<file path="src/fcp_cfg.svh">
`ifndef FCP_CFG_SVH
`define FCP_CFG_SVH
// ==========================================
// Timing
`define FCP_CLK_PERIOD_NS 10
`define FCP_SETTLE_UNIT_NS 2000000
`define FCP_RELEASE_UNIT_NS 16000000
// ==========================================
// Sector geometry
`define FCP_SECTOR_BASE 15'h0080
`define FCP_SIZE_CODE_MAX 8'h07
`define FCP_SIZE_CODE_ZERO 8'h00
`define FCP_FIRST_SECTOR 8'h01
`define FCP_HEAD0 1'b0
`define FCP_HEAD1 1'b1
// ==========================================
// Gap lengths
`define FCP_GAP2_STD 8'h16
`define FCP_GAP2_PERP 8'h29
// ==========================================
// Reset values
`define FCP_FIFO_EN_N_DEF 1'b1
`define FCP_FIFO_THR_DEF 4'h0
`define FCP_PRECOMP_START_TRACK_DEF 8'h00
`define FCP_CYL_DEF 8'h00
`define FCP_GPL_DEF 8'h00
`define FCP_DTL_DEF 8'hff
`define FCP_EOT_DEF 8'h00
`define FCP_HLT_DEF 7'h00
`define FCP_HUT_DEF 4'h0
`define FCP_DRIVE_DEF 4'h0
`endif

</file>
<file path="src/fcp_pkg.sv">
`default_nettype none
`include "fcp_cfg.svh"
package fcp_pkg;
  // ==========================================
  // Head loading states, Gray along idle-settle-loaded-release
  typedef enum logic [1:0] {
    FCP_HD_IDLE = 2'b00,
    FCP_HD_SETTLE = 2'b01,
    FCP_HD_LOADED = 2'b11,
    FCP_HD_RELEASE = 2'b10
  } fcp_head_state_t;

  // Sector length in bytes from the size code
  function automatic logic [14:0] fcp_sector_len(input logic [7:0] code);
    logic [2:0] sh;
    sh = (code > `FCP_SIZE_CODE_MAX) ? 3'(`FCP_SIZE_CODE_MAX) : code[2:0];
    return `FCP_SECTOR_BASE << sh;
  endfunction
endpackage
`default_nettype wire

</file>
<file path="src/fcp_head_if.sv">
`timescale 1ns/100ps
`default_nettype none
interface fcp_head_if;
  logic op_req;
  logic exec_end;
  logic [6:0] settle_intv;
  logic [3:0] release_intv;
  logic head_load;
  logic head_ready;
  modport ctl (output op_req, output exec_end, output settle_intv, output release_intv,
               input head_load, input head_ready);
  modport tmr (input op_req, input exec_end, input settle_intv, input release_intv,
               output head_load, output head_ready);
endinterface
`default_nettype wire

</file>
<file path="src/fcp_head_timer.sv">
`timescale 1ns/100ps
`default_nettype none
`include "fcp_cfg.svh"
module fcp_head_timer
  import fcp_pkg::*;
#(
  parameter int SETTLE_UNIT_CYC = `FCP_SETTLE_UNIT_NS / `FCP_CLK_PERIOD_NS,
  parameter int RELEASE_UNIT_CYC = `FCP_RELEASE_UNIT_NS / `FCP_CLK_PERIOD_NS
) (
  input wire logic ref_clk,
  input wire logic nrst,
  input wire logic clk_en,
  fcp_head_if.tmr hd
);
  fcp_head_state_t state;
  logic [23:0] unit_cnt;
  logic [6:0] intv_cnt;
  logic unit_tick;

  // ==========================================
  // Unit prescaler, restarted on each state change
  assign unit_tick = (state == FCP_HD_SETTLE) ? (unit_cnt == 24'(SETTLE_UNIT_CYC - 1))
                                              : (unit_cnt == 24'(RELEASE_UNIT_CYC - 1));
  always_ff @(posedge ref_clk or negedge nrst) begin
    if (!nrst) begin
      unit_cnt <= '0;
    end else if (clk_en) begin
      if (state == FCP_HD_IDLE || state == FCP_HD_LOADED || unit_tick) begin
        unit_cnt <= '0;
      end else begin
        unit_cnt <= unit_cnt + 24'h000001;
      end
    end
  end

  // Head state machine with interval counter
  always_ff @(posedge ref_clk or negedge nrst) begin
    if (!nrst) begin
      state <= FCP_HD_IDLE;
      intv_cnt <= '0;
      hd.head_load <= 1'b0;
      hd.head_ready <= 1'b0;
    end else if (clk_en) begin
      case (state)
        FCP_HD_IDLE: begin
          if (hd.op_req) begin
            hd.head_load <= 1'b1;
            intv_cnt <= hd.settle_intv;
            state <= FCP_HD_SETTLE;
          end
        end
        FCP_HD_SETTLE: begin
          // Wait out the settle interval before any transfer R4
          if (intv_cnt == 7'h00) begin
            hd.head_ready <= 1'b1;
            state <= FCP_HD_LOADED;
          end else if (unit_tick) begin
            intv_cnt <= intv_cnt - 7'h01;
          end
        end
        FCP_HD_LOADED: begin
          if (hd.exec_end) begin
            intv_cnt <= {3'h0, hd.release_intv};
            state <= FCP_HD_RELEASE;
          end
        end
        FCP_HD_RELEASE: begin
          // Unload once the release interval has run out R5
          if (hd.op_req) begin
            state <= FCP_HD_LOADED;
          end else if (intv_cnt == 7'h00) begin
            hd.head_load <= 1'b0;
            hd.head_ready <= 1'b0;
            state <= FCP_HD_IDLE;
          end else if (unit_tick) begin
            intv_cnt <= intv_cnt - 7'h01;
          end
        end
        default: begin
          state <= FCP_HD_IDLE;
        end
      endcase
    end
  end
endmodule // fcp_head_timer
`default_nettype wire

</file>
<file path="src/fcp_param_decode.sv">
`timescale 1ns/100ps
`default_nettype none
`include "fcp_cfg.svh"
// Contract
// Perpendicular mode with the gap parameter set selects the perpendicular gap 2 length.
// Sector spacing length parameter drives the gap 3 length.
// Head address bit picks disk side 0 or 1.
// After head load wait the settle interval before read or write.
// Unload head after release interval from end of execution.
// Lock keeps fifo enable, threshold, precomp track across software reset.
// Density bit one selects MFM, zero selects FM.
// Multi-track runs head 0 sectors then continues with head 1 sector one.
// Nonzero size code gives 128 times two to the code, up to code 07.
// Size code 00 means 128-byte sectors, transfer length from special length.
// Host avoids size combinations the drive cannot support.
// Host always writes zero in the no-DMA flag.
// Perpendicular drive bits change only when overwrite enable is one.
// Sense interrupt reports current head cylinder as present cylinder.
// Target cylinder is the seek destination.
// Polling disable set stops drive polling; clear lets it run.
// With size code zero, bytes past special length are discarded or zero-filled.
// FIFO enable is active low, disabled by default.
// Command parameters are latched and held through execution.
module fcp_param_decode
  import fcp_pkg::*;
#(
  parameter int SETTLE_UNIT_CYC = `FCP_SETTLE_UNIT_NS / `FCP_CLK_PERIOD_NS,
  parameter int RELEASE_UNIT_CYC = `FCP_RELEASE_UNIT_NS / `FCP_CLK_PERIOD_NS
) (
  input wire logic ref_clk,
  input wire logic nrst,
  input wire logic clk_en,
  input wire logic rw_load,
  input wire logic rw_multi_head_track_flag,
  input wire logic rw_mfm,
  input wire logic rw_head_address,
  input wire logic [7:0] rw_sector,
  input wire logic [7:0] rw_size_code,
  input wire logic [7:0] rw_end_of_track,
  input wire logic [7:0] rw_sector_spacing_length,
  input wire logic [7:0] rw_special_sector_length,
  input wire logic exec_end,
  input wire logic sector_end,
  input wire logic data_byte,
  input wire logic specify_load,
  input wire logic [6:0] sp_head_settle_interval,
  input wire logic [3:0] sp_head_release_interval,
  input wire logic sp_no_dma_flag,
  input wire logic configure_load,
  input wire logic cf_poll_disable,
  input wire logic cf_fifo_enable_n,
  input wire logic [3:0] cf_fifo_threshold,
  input wire logic [7:0] cf_precomp_start_track,
  input wire logic lock_load,
  input wire logic lk_lock,
  input wire logic lk_overwrite_enable,
  input wire logic perp_load,
  input wire logic pp_gap,
  input wire logic pp_wgate,
  input wire logic [3:0] pp_drive_bits,
  input wire logic seek_load,
  input wire logic [7:0] target_cylinder,
  input wire logic step_tick,
  input wire logic sense_int,
  input wire logic soft_reset,
  output logic exec_busy,
  output logic mfm_mode,
  output logic multi_head_track_flag,
  output logic [7:0] gap2_len,
  output logic [7:0] gap3_len,
  output logic head_sel,
  output logic [7:0] cur_sector,
  output logic track_done,
  output logic [14:0] sector_len,
  output logic [14:0] xfer_len,
  output logic byte_keep,
  output logic head_load,
  output logic head_ready,
  output logic poll_enable,
  output logic fifo_enable_n,
  output logic [3:0] fifo_threshold,
  output logic [7:0] precomp_start_track,
  output logic lock,
  output logic overwrite_enable,
  output logic [3:0] perp_drive_bits,
  output logic step_out,
  output logic step_dir,
  output logic [7:0] present_cylinder
);
  fcp_head_if hd ();
  logic gap_sel;
  logic wgate;
  logic [6:0] settle_intv;
  logic [3:0] release_intv;
  logic [7:0] end_of_track;
  logic [7:0] cur_cyl;
  logic [7:0] seek_dest;
  logic [14:0] byte_cnt;
  logic perp_active;
  logic rw_take;

  // ==========================================
  // Head timer connection
  assign rw_take = rw_load && !exec_busy;
  assign hd.op_req = rw_take;
  assign hd.exec_end = exec_end && exec_busy;
  assign hd.settle_intv = settle_intv;
  assign hd.release_intv = release_intv;
  assign head_load = hd.head_load;
  assign head_ready = hd.head_ready;
  fcp_head_timer #(
    .SETTLE_UNIT_CYC(SETTLE_UNIT_CYC),
    .RELEASE_UNIT_CYC(RELEASE_UNIT_CYC)
  ) u_head_timer (
    .ref_clk(ref_clk),
    .nrst(nrst),
    .clk_en(clk_en),
    .hd(hd.tmr)
  );

  // ==========================================
  // Read/write parameters, taken only while idle
  always_ff @(posedge ref_clk or negedge nrst) begin
    if (!nrst) begin
      exec_busy <= 1'b0;
      mfm_mode <= 1'b0;
      multi_head_track_flag <= 1'b0;
      gap3_len <= `FCP_GPL_DEF;
      end_of_track <= `FCP_EOT_DEF;
      sector_len <= `FCP_SECTOR_BASE;
      xfer_len <= `FCP_SECTOR_BASE;
    end else if (clk_en) begin
      if (rw_take) begin
        exec_busy <= 1'b1;
        mfm_mode <= rw_mfm;
        multi_head_track_flag <= rw_multi_head_track_flag;
        gap3_len <= rw_sector_spacing_length;
        end_of_track <= rw_end_of_track;
        sector_len <= fcp_sector_len(rw_size_code);
        // Size code zero limits the transfer to the special length R10
        xfer_len <= (rw_size_code == `FCP_SIZE_CODE_ZERO) ? {7'h00, rw_special_sector_length}
                                                        : fcp_sector_len(rw_size_code);
      end else if (exec_end) begin
        exec_busy <= 1'b0;
      end
    end
  end

  // Head and sector walk across the cylinder
  always_ff @(posedge ref_clk or negedge nrst) begin
    if (!nrst) begin
      head_sel <= `FCP_HEAD0;
      cur_sector <= `FCP_FIRST_SECTOR;
      track_done <= 1'b0;
    end else if (clk_en) begin
      track_done <= 1'b0;
      if (rw_take) begin
        head_sel <= rw_head_address;
        cur_sector <= rw_sector;
      end else if (exec_busy && sector_end) begin
        if (cur_sector != end_of_track) begin
          cur_sector <= cur_sector + 8'h01;
        end else if (multi_head_track_flag && head_sel == `FCP_HEAD0) begin
          head_sel <= `FCP_HEAD1;
          cur_sector <= `FCP_FIRST_SECTOR;
        end else begin
          track_done <= 1'b1;
        end
      end
    end
  end

  // Byte filter: bytes past the transfer length are dropped or padded downstream
  always_ff @(posedge ref_clk or negedge nrst) begin
    if (!nrst) begin
      byte_cnt <= '0;
      byte_keep <= 1'b0;
    end else if (clk_en) begin
      if (rw_take || sector_end) begin
        byte_cnt <= '0;
        byte_keep <= 1'b0;
      end else if (data_byte) begin
        byte_keep <= (byte_cnt < xfer_len);
        byte_cnt <= byte_cnt + 15'h0001;
      end else begin
        byte_keep <= 1'b0;
      end
    end
  end

  // ==========================================
  // Head timing set by the specify parameters; no-DMA flag is assumed zero
  always_ff @(posedge ref_clk or negedge nrst) begin
    if (!nrst) begin
      settle_intv <= `FCP_HLT_DEF;
      release_intv <= `FCP_HUT_DEF;
    end else if (clk_en && specify_load && !exec_busy) begin
      settle_intv <= sp_head_settle_interval;
      release_intv <= sp_head_release_interval;
    end
  end

  // Configure settings; software reset restores the FIFO and precomp ones, not polling, unless locked
  always_ff @(posedge ref_clk or negedge nrst) begin
    if (!nrst) begin
      poll_enable <= 1'b1;
      fifo_enable_n <= `FCP_FIFO_EN_N_DEF;
      fifo_threshold <= `FCP_FIFO_THR_DEF;
      precomp_start_track <= `FCP_PRECOMP_START_TRACK_DEF;
    end else if (clk_en) begin
      // Software reset wins over a configure in the same cycle
      if (soft_reset) begin
        if (!lock) begin
          fifo_enable_n <= `FCP_FIFO_EN_N_DEF;
          fifo_threshold <= `FCP_FIFO_THR_DEF;
          precomp_start_track <= `FCP_PRECOMP_START_TRACK_DEF;
        end
      end else if (configure_load && !exec_busy) begin
        poll_enable <= !cf_poll_disable;
        fifo_enable_n <= cf_fifo_enable_n;
        fifo_threshold <= cf_fifo_threshold;
        precomp_start_track <= cf_precomp_start_track;
      end
    end
  end

  // Lock and overwrite flags
  always_ff @(posedge ref_clk or negedge nrst) begin
    if (!nrst) begin
      lock <= 1'b0;
      overwrite_enable <= 1'b0;
    end else if (clk_en && lock_load && !exec_busy) begin
      lock <= lk_lock;
      overwrite_enable <= lk_overwrite_enable;
    end
  end

  // Perpendicular mode; drive bits guarded by the overwrite flag
  always_ff @(posedge ref_clk or negedge nrst) begin
    if (!nrst) begin
      gap_sel <= 1'b0;
      wgate <= 1'b0;
      perp_drive_bits <= `FCP_DRIVE_DEF;
    end else if (clk_en && perp_load && !exec_busy) begin
      gap_sel <= pp_gap;
      wgate <= pp_wgate;
      if (overwrite_enable) begin
        perp_drive_bits <= pp_drive_bits;
      end
    end
  end

  // Gap 2 length follows perpendicular mode
  assign perp_active = wgate || perp_drive_bits[0];
  always_ff @(posedge ref_clk or negedge nrst) begin
    if (!nrst) begin
      gap2_len <= `FCP_GAP2_STD;
    end else if (clk_en) begin
      gap2_len <= (perp_active && gap_sel) ? `FCP_GAP2_PERP : `FCP_GAP2_STD;
    end
  end

  // ==========================================
  // Seek toward the target cylinder, one step per tick
  always_ff @(posedge ref_clk or negedge nrst) begin
    if (!nrst) begin
      seek_dest <= `FCP_CYL_DEF;
      cur_cyl <= `FCP_CYL_DEF;
      step_out <= 1'b0;
      step_dir <= 1'b0;
    end else if (clk_en) begin
      step_out <= 1'b0;
      if (seek_load && !exec_busy) begin
        seek_dest <= target_cylinder;
      end else if (step_tick && cur_cyl != seek_dest) begin
        step_out <= 1'b1;
        step_dir <= (seek_dest > cur_cyl);
        cur_cyl <= (seek_dest > cur_cyl) ? cur_cyl + 8'h01 : cur_cyl - 8'h01;
      end
    end
  end

  // Present cylinder captured on sense interrupt
  always_ff @(posedge ref_clk or negedge nrst) begin
    if (!nrst) begin
      present_cylinder <= `FCP_CYL_DEF;
    end else if (clk_en && sense_int) begin
      present_cylinder <= cur_cyl;
    end
  end
endmodule // fcp_param_decode
`default_nettype wire

</file>
<file path="config.mk">
export PLATFORM = sky130hd
export DESIGN_NAME = fcp_param_decode
export DESIGN_NICKNAME = d
export VERILOG_FILES = /design/src/fcp_pkg.sv /design/src/fcp_head_if.sv /design/src/fcp_head_timer.sv /design/src/fcp_param_decode.sv
export VERILOG_INCLUDE_DIRS = /design/src
export SDC_FILE = /design/constraint.sdc
export NUM_CORES = 1
export LEC_CHECK = 0
export ABC_AREA = 1
export BUFFER_PORTS_ARGS = -buffer_cell sky130_fd_sc_hd__buf_2
export CORE_ASPECT_RATIO = 1.2
export CORE_MARGIN = 2
export CORE_UTILIZATION = 40
export CTS_BUF_LIST = sky130_fd_sc_hd__clkbuf_4
export CTS_CLUSTER_DIAMETER = 120
export DETAILED_ROUTE_END_ITERATION = 10
export GPL_ROUTABILITY_DRIVEN = 0
export REMOVE_ABC_BUFFERS = 1
export SLEW_MARGIN = 20
export SYNTH_ARGS = -nofsm -noshare
export SYNTH_HDL_FRONTEND = slang
export SYNTH_SLANG_ARGS = --single-unit
</file>
<file path="constraint.sdc">
create_clock -name ref_clk -period 7.1 [get_ports ref_clk]
set_input_delay 0 -clock ref_clk [delete_from_list [all_inputs] [get_ports ref_clk]]
set_output_delay 0 -clock ref_clk [all_outputs]
set_load 0.05 [all_outputs]
</file>
## After elaboration in Yosys (flattened, before gate mapping)

Index checks and enable logic that the tools add are counted.

| word-level totals | value |
|---|---|
| bits of input ports | 100 |
| ROM bits | 0 |
| register bits after elaboration | 177 |
| bits in writable memories | 0 |
| bits in latches | 0 |
| memories | 0 |
| output and inout port bits | 92 |
| word-level logic and storage cells | 161 |

| operators by class | value |
|---|---|
| shift operators | 1 |
| $mul | 0 |
| add/subtract/negate cells | 6 |
| reduce and logical (&&, ||, !) cells | 46 |
| bitwise logic cells | 3 |
| $lt $le $gt $ge | 3 |
| divide/modulo/power cells | 0 |
| equal/unequal tests | 15 |
| multiplexer cells | 53 |

Operator list:

| operator | count |
|---|---|
| two-way mux 8 bit | 8 |
| two-way mux 15 bit | 3 |
| two-way mux 7 bit | 5 |
| case mux 7 bit (4 select lines) | 1 |
| adder 24 x 1 -> 24 bit, second input constant | 1 |
| == test 24 x 18 -> 1 bit, second input constant | 1 |
| == test 24 x 21 -> 1 bit, second input constant | 1 |
| two-way mux 24 bit | 1 |
| two-way mux 1 bit | 22 |
| adder 8 x 1 -> 8 bit, second input constant | 2 |
| != test 8 bit | 2 |
| adder 15 x 1 -> 15 bit, second input constant | 1 |
| logical AND 1 bit | 15 |
| < comparator 15 bit | 1 |
| AND reduction 5 bit | 3 |
| << shifter 8 x 3 -> 15 bit, first input constant | 1 |
| nonzero test 2 bit | 7 |
| two-way mux 4 bit | 3 |
| != test 2 bit, second input constant | 6 |
| AND reduction 3 bit | 4 |
| two-way mux 2 bit | 5 |
| AND reduction 2 bit | 5 |
| greater-than comparator 8 x 3 -> 1 bit, second input constant | 1 |
| greater-than comparator 8 bit | 1 |
| 18 further kinds | 27 |

## Longest topological paths before layout

| depth | value |
|---|---|
| depth in word-level cells | 6 |
| mapped depth | 20 |
| depth with buffers taken out | 20 |

## Modules after synthesis

From an unflattened synthesis, not the netlist that was laid out.

| unflattened totals | value |
|---|---|
| cell total of the unflattened synthesis | 1,126 |
| area, all modules | 9,105.0 um2 |

Modules (own cells, without submodules):

| module | instances | cells each | area each (um2) | sequential area each (um2) |
|---|---|---|---|---|
| fcp_param_decode | 1 | 773 | 6,721.4 | 3,235.6 |
| fcp_head_timer | 1 | 353 | 2,383.5 | 875.8 |

## Least setup slack after synthesis

OpenSTA, ideal clock, no wires.

| timing | value |
|---|---|
| path type | reg2reg |
| start | register cur_cyl[1] |
| end | register cur_cyl[7] |
| setup time | 0.117 ns |
| required time | 6.983 ns |
| buffers on the path | 0 |
| arrival time | 2.140 ns |
| slack | 4.843 ns |
| stages on the path, launching flop included | 20 |
| path through | dfrtp_1 -> inv_1 -> ha_1 -> nand2_1 -> nand2_1 -> nand2_1 -> nand2_1 -> nand2_1 -> nand2_1 -> nand2_1 -> ha_1 -> nand3_1 -> nand3_1 -> nand2_1 -> nand2_1 -> inv_1 -> nand2_1 -> nand3_1 -> nand2_1 -> nand2_1 |

| on the way | value |
|---|---|
| word-level cells in the longest chain between the ends | 3 |
| elaborated cells between the ends (all ways) | 7 |
| classes of those cells | 2 x add/sub; 1 x order compare; 1 x eq/ne; 1 x mux; 2 x reduce/logical |

Ends and longest elaborated chain:

| element | line | text |
|---|---|---|
| start: declaration | fcp_param_decode.sv:96 | `logic [7:0] cur_cyl;` |
| start signal: assignment | fcp_param_decode.sv:268 | `` cur_cyl <= `FCP_CYL_DEF; `` |
| start signal: assignment | fcp_param_decode.sv:278 | `cur_cyl <= (seek_dest > cur_cyl) ? cur_cyl + 8'h01 : cur_cyl - 8'h01;` |
| branches (longest 3 deep; another with subtractor 8 x 1 -> 8 bit) | n/a |  |

Several ways; the timed one is not identified.
A chain may end at the register's enable or synchronous reset.

## Final worst setup path

| timing | value |
|---|---|
| start | register exec_busy |
| end | register cur_sector[0] |

| on the way | value |
|---|---|
| word-level cells in the longest chain between the ends | 4 |
| elaborated cells between the ends (all ways) | 7 |
| classes of those cells | 1 x mux; 6 x reduce/logical |

Ends and longest elaborated chain:

| element | line | text |
|---|---|---|
| start: declaration | fcp_param_decode.sv:66 | `output logic exec_busy,` |
| start signal: assignment | fcp_param_decode.sv:125 | `exec_busy <= 1'b0;` |
| start signal: assignment | fcp_param_decode.sv:134 | `exec_busy <= 1'b1;` |
| start signal: assignment | fcp_param_decode.sv:144 | `exec_busy <= 1'b0;` |
| zero test 1 bit | fcp_param_decode.sv:104 | `assign rw_take = rw_load && !exec_busy;` |
| logical AND 1 bit | fcp_param_decode.sv:104 |  |
| nonzero test 3 bit (no line) / nonzero test 2 bit (equally long branches) | n/a |  |
| AND reduction 3 bit (no line) | n/a |  |
| end signal: assignment | fcp_param_decode.sv:153 | `` cur_sector <= `FCP_FIRST_SECTOR; `` |
| end signal: assignment | fcp_param_decode.sv:159 | `cur_sector <= rw_sector;` |
| end signal: assignment | fcp_param_decode.sv:162 | `cur_sector <= cur_sector + 8'h01;` |
| end: declaration | fcp_param_decode.sv:72 | `output logic [7:0] cur_sector,` |

Several ways; a longest one is shown, not always the timed one.

==> run metrics <==
status=complete, no violations; Biggest register=u_head_timer.unit_cnt; fin crit period=3.59 ns; reg2reg path depth=10; CTS tree=yes; Initial Utilization=40.5%; Crit path arrival time=4.08 ns; Netlist cell types=48; Hold WS=0.0533 ns; P_leak=6.17 nW; Largest regs=u_head_timer.unit_cnt: 24 flops, byte_cnt: 15 flops, xfer_len: 15 flops; vias per cell=4.83; hold path cells=5; HP Class=input pin to flop; fill count=2061; die width=141 um; cells after synthesis=1127; initial DRC count=523; CTS sink cnt=164; Avg Cell Area, Syn=8.04 sq um; Max Fclk=278 MHz; IO Pins=192; clock tree buffer depth=2; critical path class=flop to flop; largest net degree at the start of global routing=100; Relative slew margins=33.5%; FP Rows=60; top cells by area, synth=dfrtp_1 (44%), nand2_1 (14%), inv_1 (5.4%), ha_1 (5.0%), nand3_1 (4.8%); antenna violations before repair=1; die area=0.0239 sq mm; Comb power frac=48.8%; pre-CTS WS=4.04 ns; first-pass GRT wire length=40.3 mm; Post-synth top cells=nand2_1 (345), dfrtp_1 (158), inv_1 (130); placed wire-length estimate=16.3 mm; R2R Path End=cur_sector[0]; flop2flop setup slack=3.51 ns; RSZ-0062 raised after global routing=false; Endpoint, Worst Hold=step_out; top-count cell post-synth=nand2_1; CP max FO=44; Main synth FF type=dfrtp_1; IO buf count=181; CP required=7.59 ns; total grt overflow=0; post-synth top area cell=dfrtp_1; total negative slack=0 ns; final critical-path share of the clock period=50.6%; ys async rst share=100%; share of power burned in registers=35.3%; design area=0.0120 sq mm; TritonRoute pass-1 iters=5; Net Sw Frac=45.8%; final setup fails=0; wire per inst=13.9 um; Num CTS Buffers=17; GRT Util Overall=20.9%; Slew @ Worst Pin=0.996 ns; Final ANT Viol Nets=0; Reg2Reg Launch Point=exec_busy; total number of vias=8465; WL final=24.3 mm; peak supply drop=0.169 mV; vias in the first global route=8258; layout cell share with drive strength beyond 1=18.8%; Net Switching=1.72 mW; drt drc=0; type of origin of the critical path=flop; Seq/Total Area, Yosys=45.4%; Fin. Hold Viols=0; Synth warnings=0; mapped cell area=0.00906 sq mm; Clk network pwr share=15.9%; share of the synthesized area in the top cell type=43.6%; post-placement cell area=0.0101 sq mm; Worst-Skew Late Latency=0.57 ns; nets=1594; root buffer cell=clkbuf_4; PD cells=312 mW/mm^2; CTS HTree Levels=4; Setup Skew=0.0322 ns; Hold Path Origin=step_tick; Synth-to-Final Area Change=32.7%; Die Y=169 um; max FFs per register=24; slack of the critical path=3.51 ns; Reg clk slew, reported paths=0.13 ns; Yosys reg bits=164; number of enable flip-flop cells after synthesis=0; internal power=2.04 mW; CP endpoint kind=flop; core area=0.0224 sq mm; Slew Viols, Final=0; max cap viols=0
-- cells in the final DEF, fill, tap and decap left out, types with 3 or more instances in the layout --
master	count
dfstp_2	6
bufinv_16	3
mux2_1	4
clkinv_4	3
dfrtp_1	158
nor2_2	8
nor3_2	3
a21oi_1	45
o21ai_0	52
buf_2	180
dlygate4sd3_1	160
inv_2	3
mux2_2	18
ha_1	36
conb_1	9
nor2_1	64
or2_2	3
nor3_1	16
nand2_4	6
nand2_1	345
nor2_4	4
nand3_1	87
xnor2_1	12
clkbuf_4	19
nand4_1	28
o21ai_1	6
inv_1	130
clkinv_1	4
xor2_1	17
nand2_2	7
-- cell type report --
type	instances	area (sq um)	area share, %
Multi-Input combinational cell	796	4230	35.1
Clock buffer	19	143	1.19
Sequential cell	164	4110	34.2
Tap cell	279	349	2.90
Clock inverter	13	158	1.31
Timing Repair Buffer	343	2530	21.0
Inverter	135	509	4.23
Antenna cell	2	5.00	0.0416
-- kinds of logic after synthesis --
| kind of cell | synth area share, % |
|---|---|
| flip-flops | 45.4 |
| buffers and inverters | 8.35 |
| adder cells (fa/ha/maj) | 5.19 |
| AO/OA/AOI/OAI | 7.58 |
| other | 0.0414 |
| multiplexers | 2.73 |
| AND/OR/NAND/NOR | 28.0 |
| XOR/XNOR | 2.80 |
-- per-stage QoR --
step | total power [mW] | std cells | util, %
after global routing | 4.06 | 1751 | 53.8
after global placement | 3.01 | 1557 | 45.3
final | 3.76 | 1751 | 53.8
after floorplan | 2.60 | 1095 | -
after detailed placement | 3.03 | 1557 | 45.3
after CTS | 3.78 | 1749 | 53.8
-- worst max-delay path, stage by stage (launching register included) --
cell and delay [ns]:
dfrtp_1 0.56, inv_2 0.20, nand2_4 0.18, nor2_4 0.80, inv_2 0.54, nand2_2 0.23, nand2_2 0.17, nand2_4 0.17
nand3_1 0.08, nand2_1 0.06, dlygate4sd3_1 0.54
-- what timing repair did --
item | CTS | global route
endpoints found under the hold margin | 217 | 0
gates resized for setup | 0 | 0
setup buffers | 0 | 0
hold buffers | 160 | 0
-- metal layers --
layer / up-vias / GRT usage [%] / wire (um)
li1: 4263 / - / -
met1: 3972 / 25.7 / 10700
met2: 200 / 37.1 / 12200
met3: 30 / 4.24 / 999
met4: 0 / 6.00 / 404
met5: - / 0 / 0
-- power by group through the flow --
| stage | clock network (mW) | logic, mW | registers, mW |
|---|---|---|---|
| floorplan | 0 | 0.890 | 1.71 |
| global route | 0.657 | 2.04 | 1.36 |
| global placement | 0 | 1.67 | 1.34 |
| CTS | 0.621 | 1.83 | 1.32 |
| finish | 0.597 | 1.84 | 1.32 |
| detailed placement | 0 | 1.69 | 1.34 |
-- worst max-delay path by stage --
stage / from / endpoint / slack [ns] / cells after the start
3_5_place_dp: exec_busy / cur_sector[0] / 4.04 / 9
3_3_place_gp: exec_busy / cur_sector[0] / 4.06 / 9
5_1_grt: exec_busy / cur_sector[0] / 3.23 / 10
4_1_cts: exec_busy / cur_sector[0] / 3.47 / 10
2_1_floorplan: exec_busy / head_sel / 4.77 / 10
6_report: exec_busy / cur_sector[0] / 3.51 / 10
Note: power is estimated with default switching activity, not from simulation.
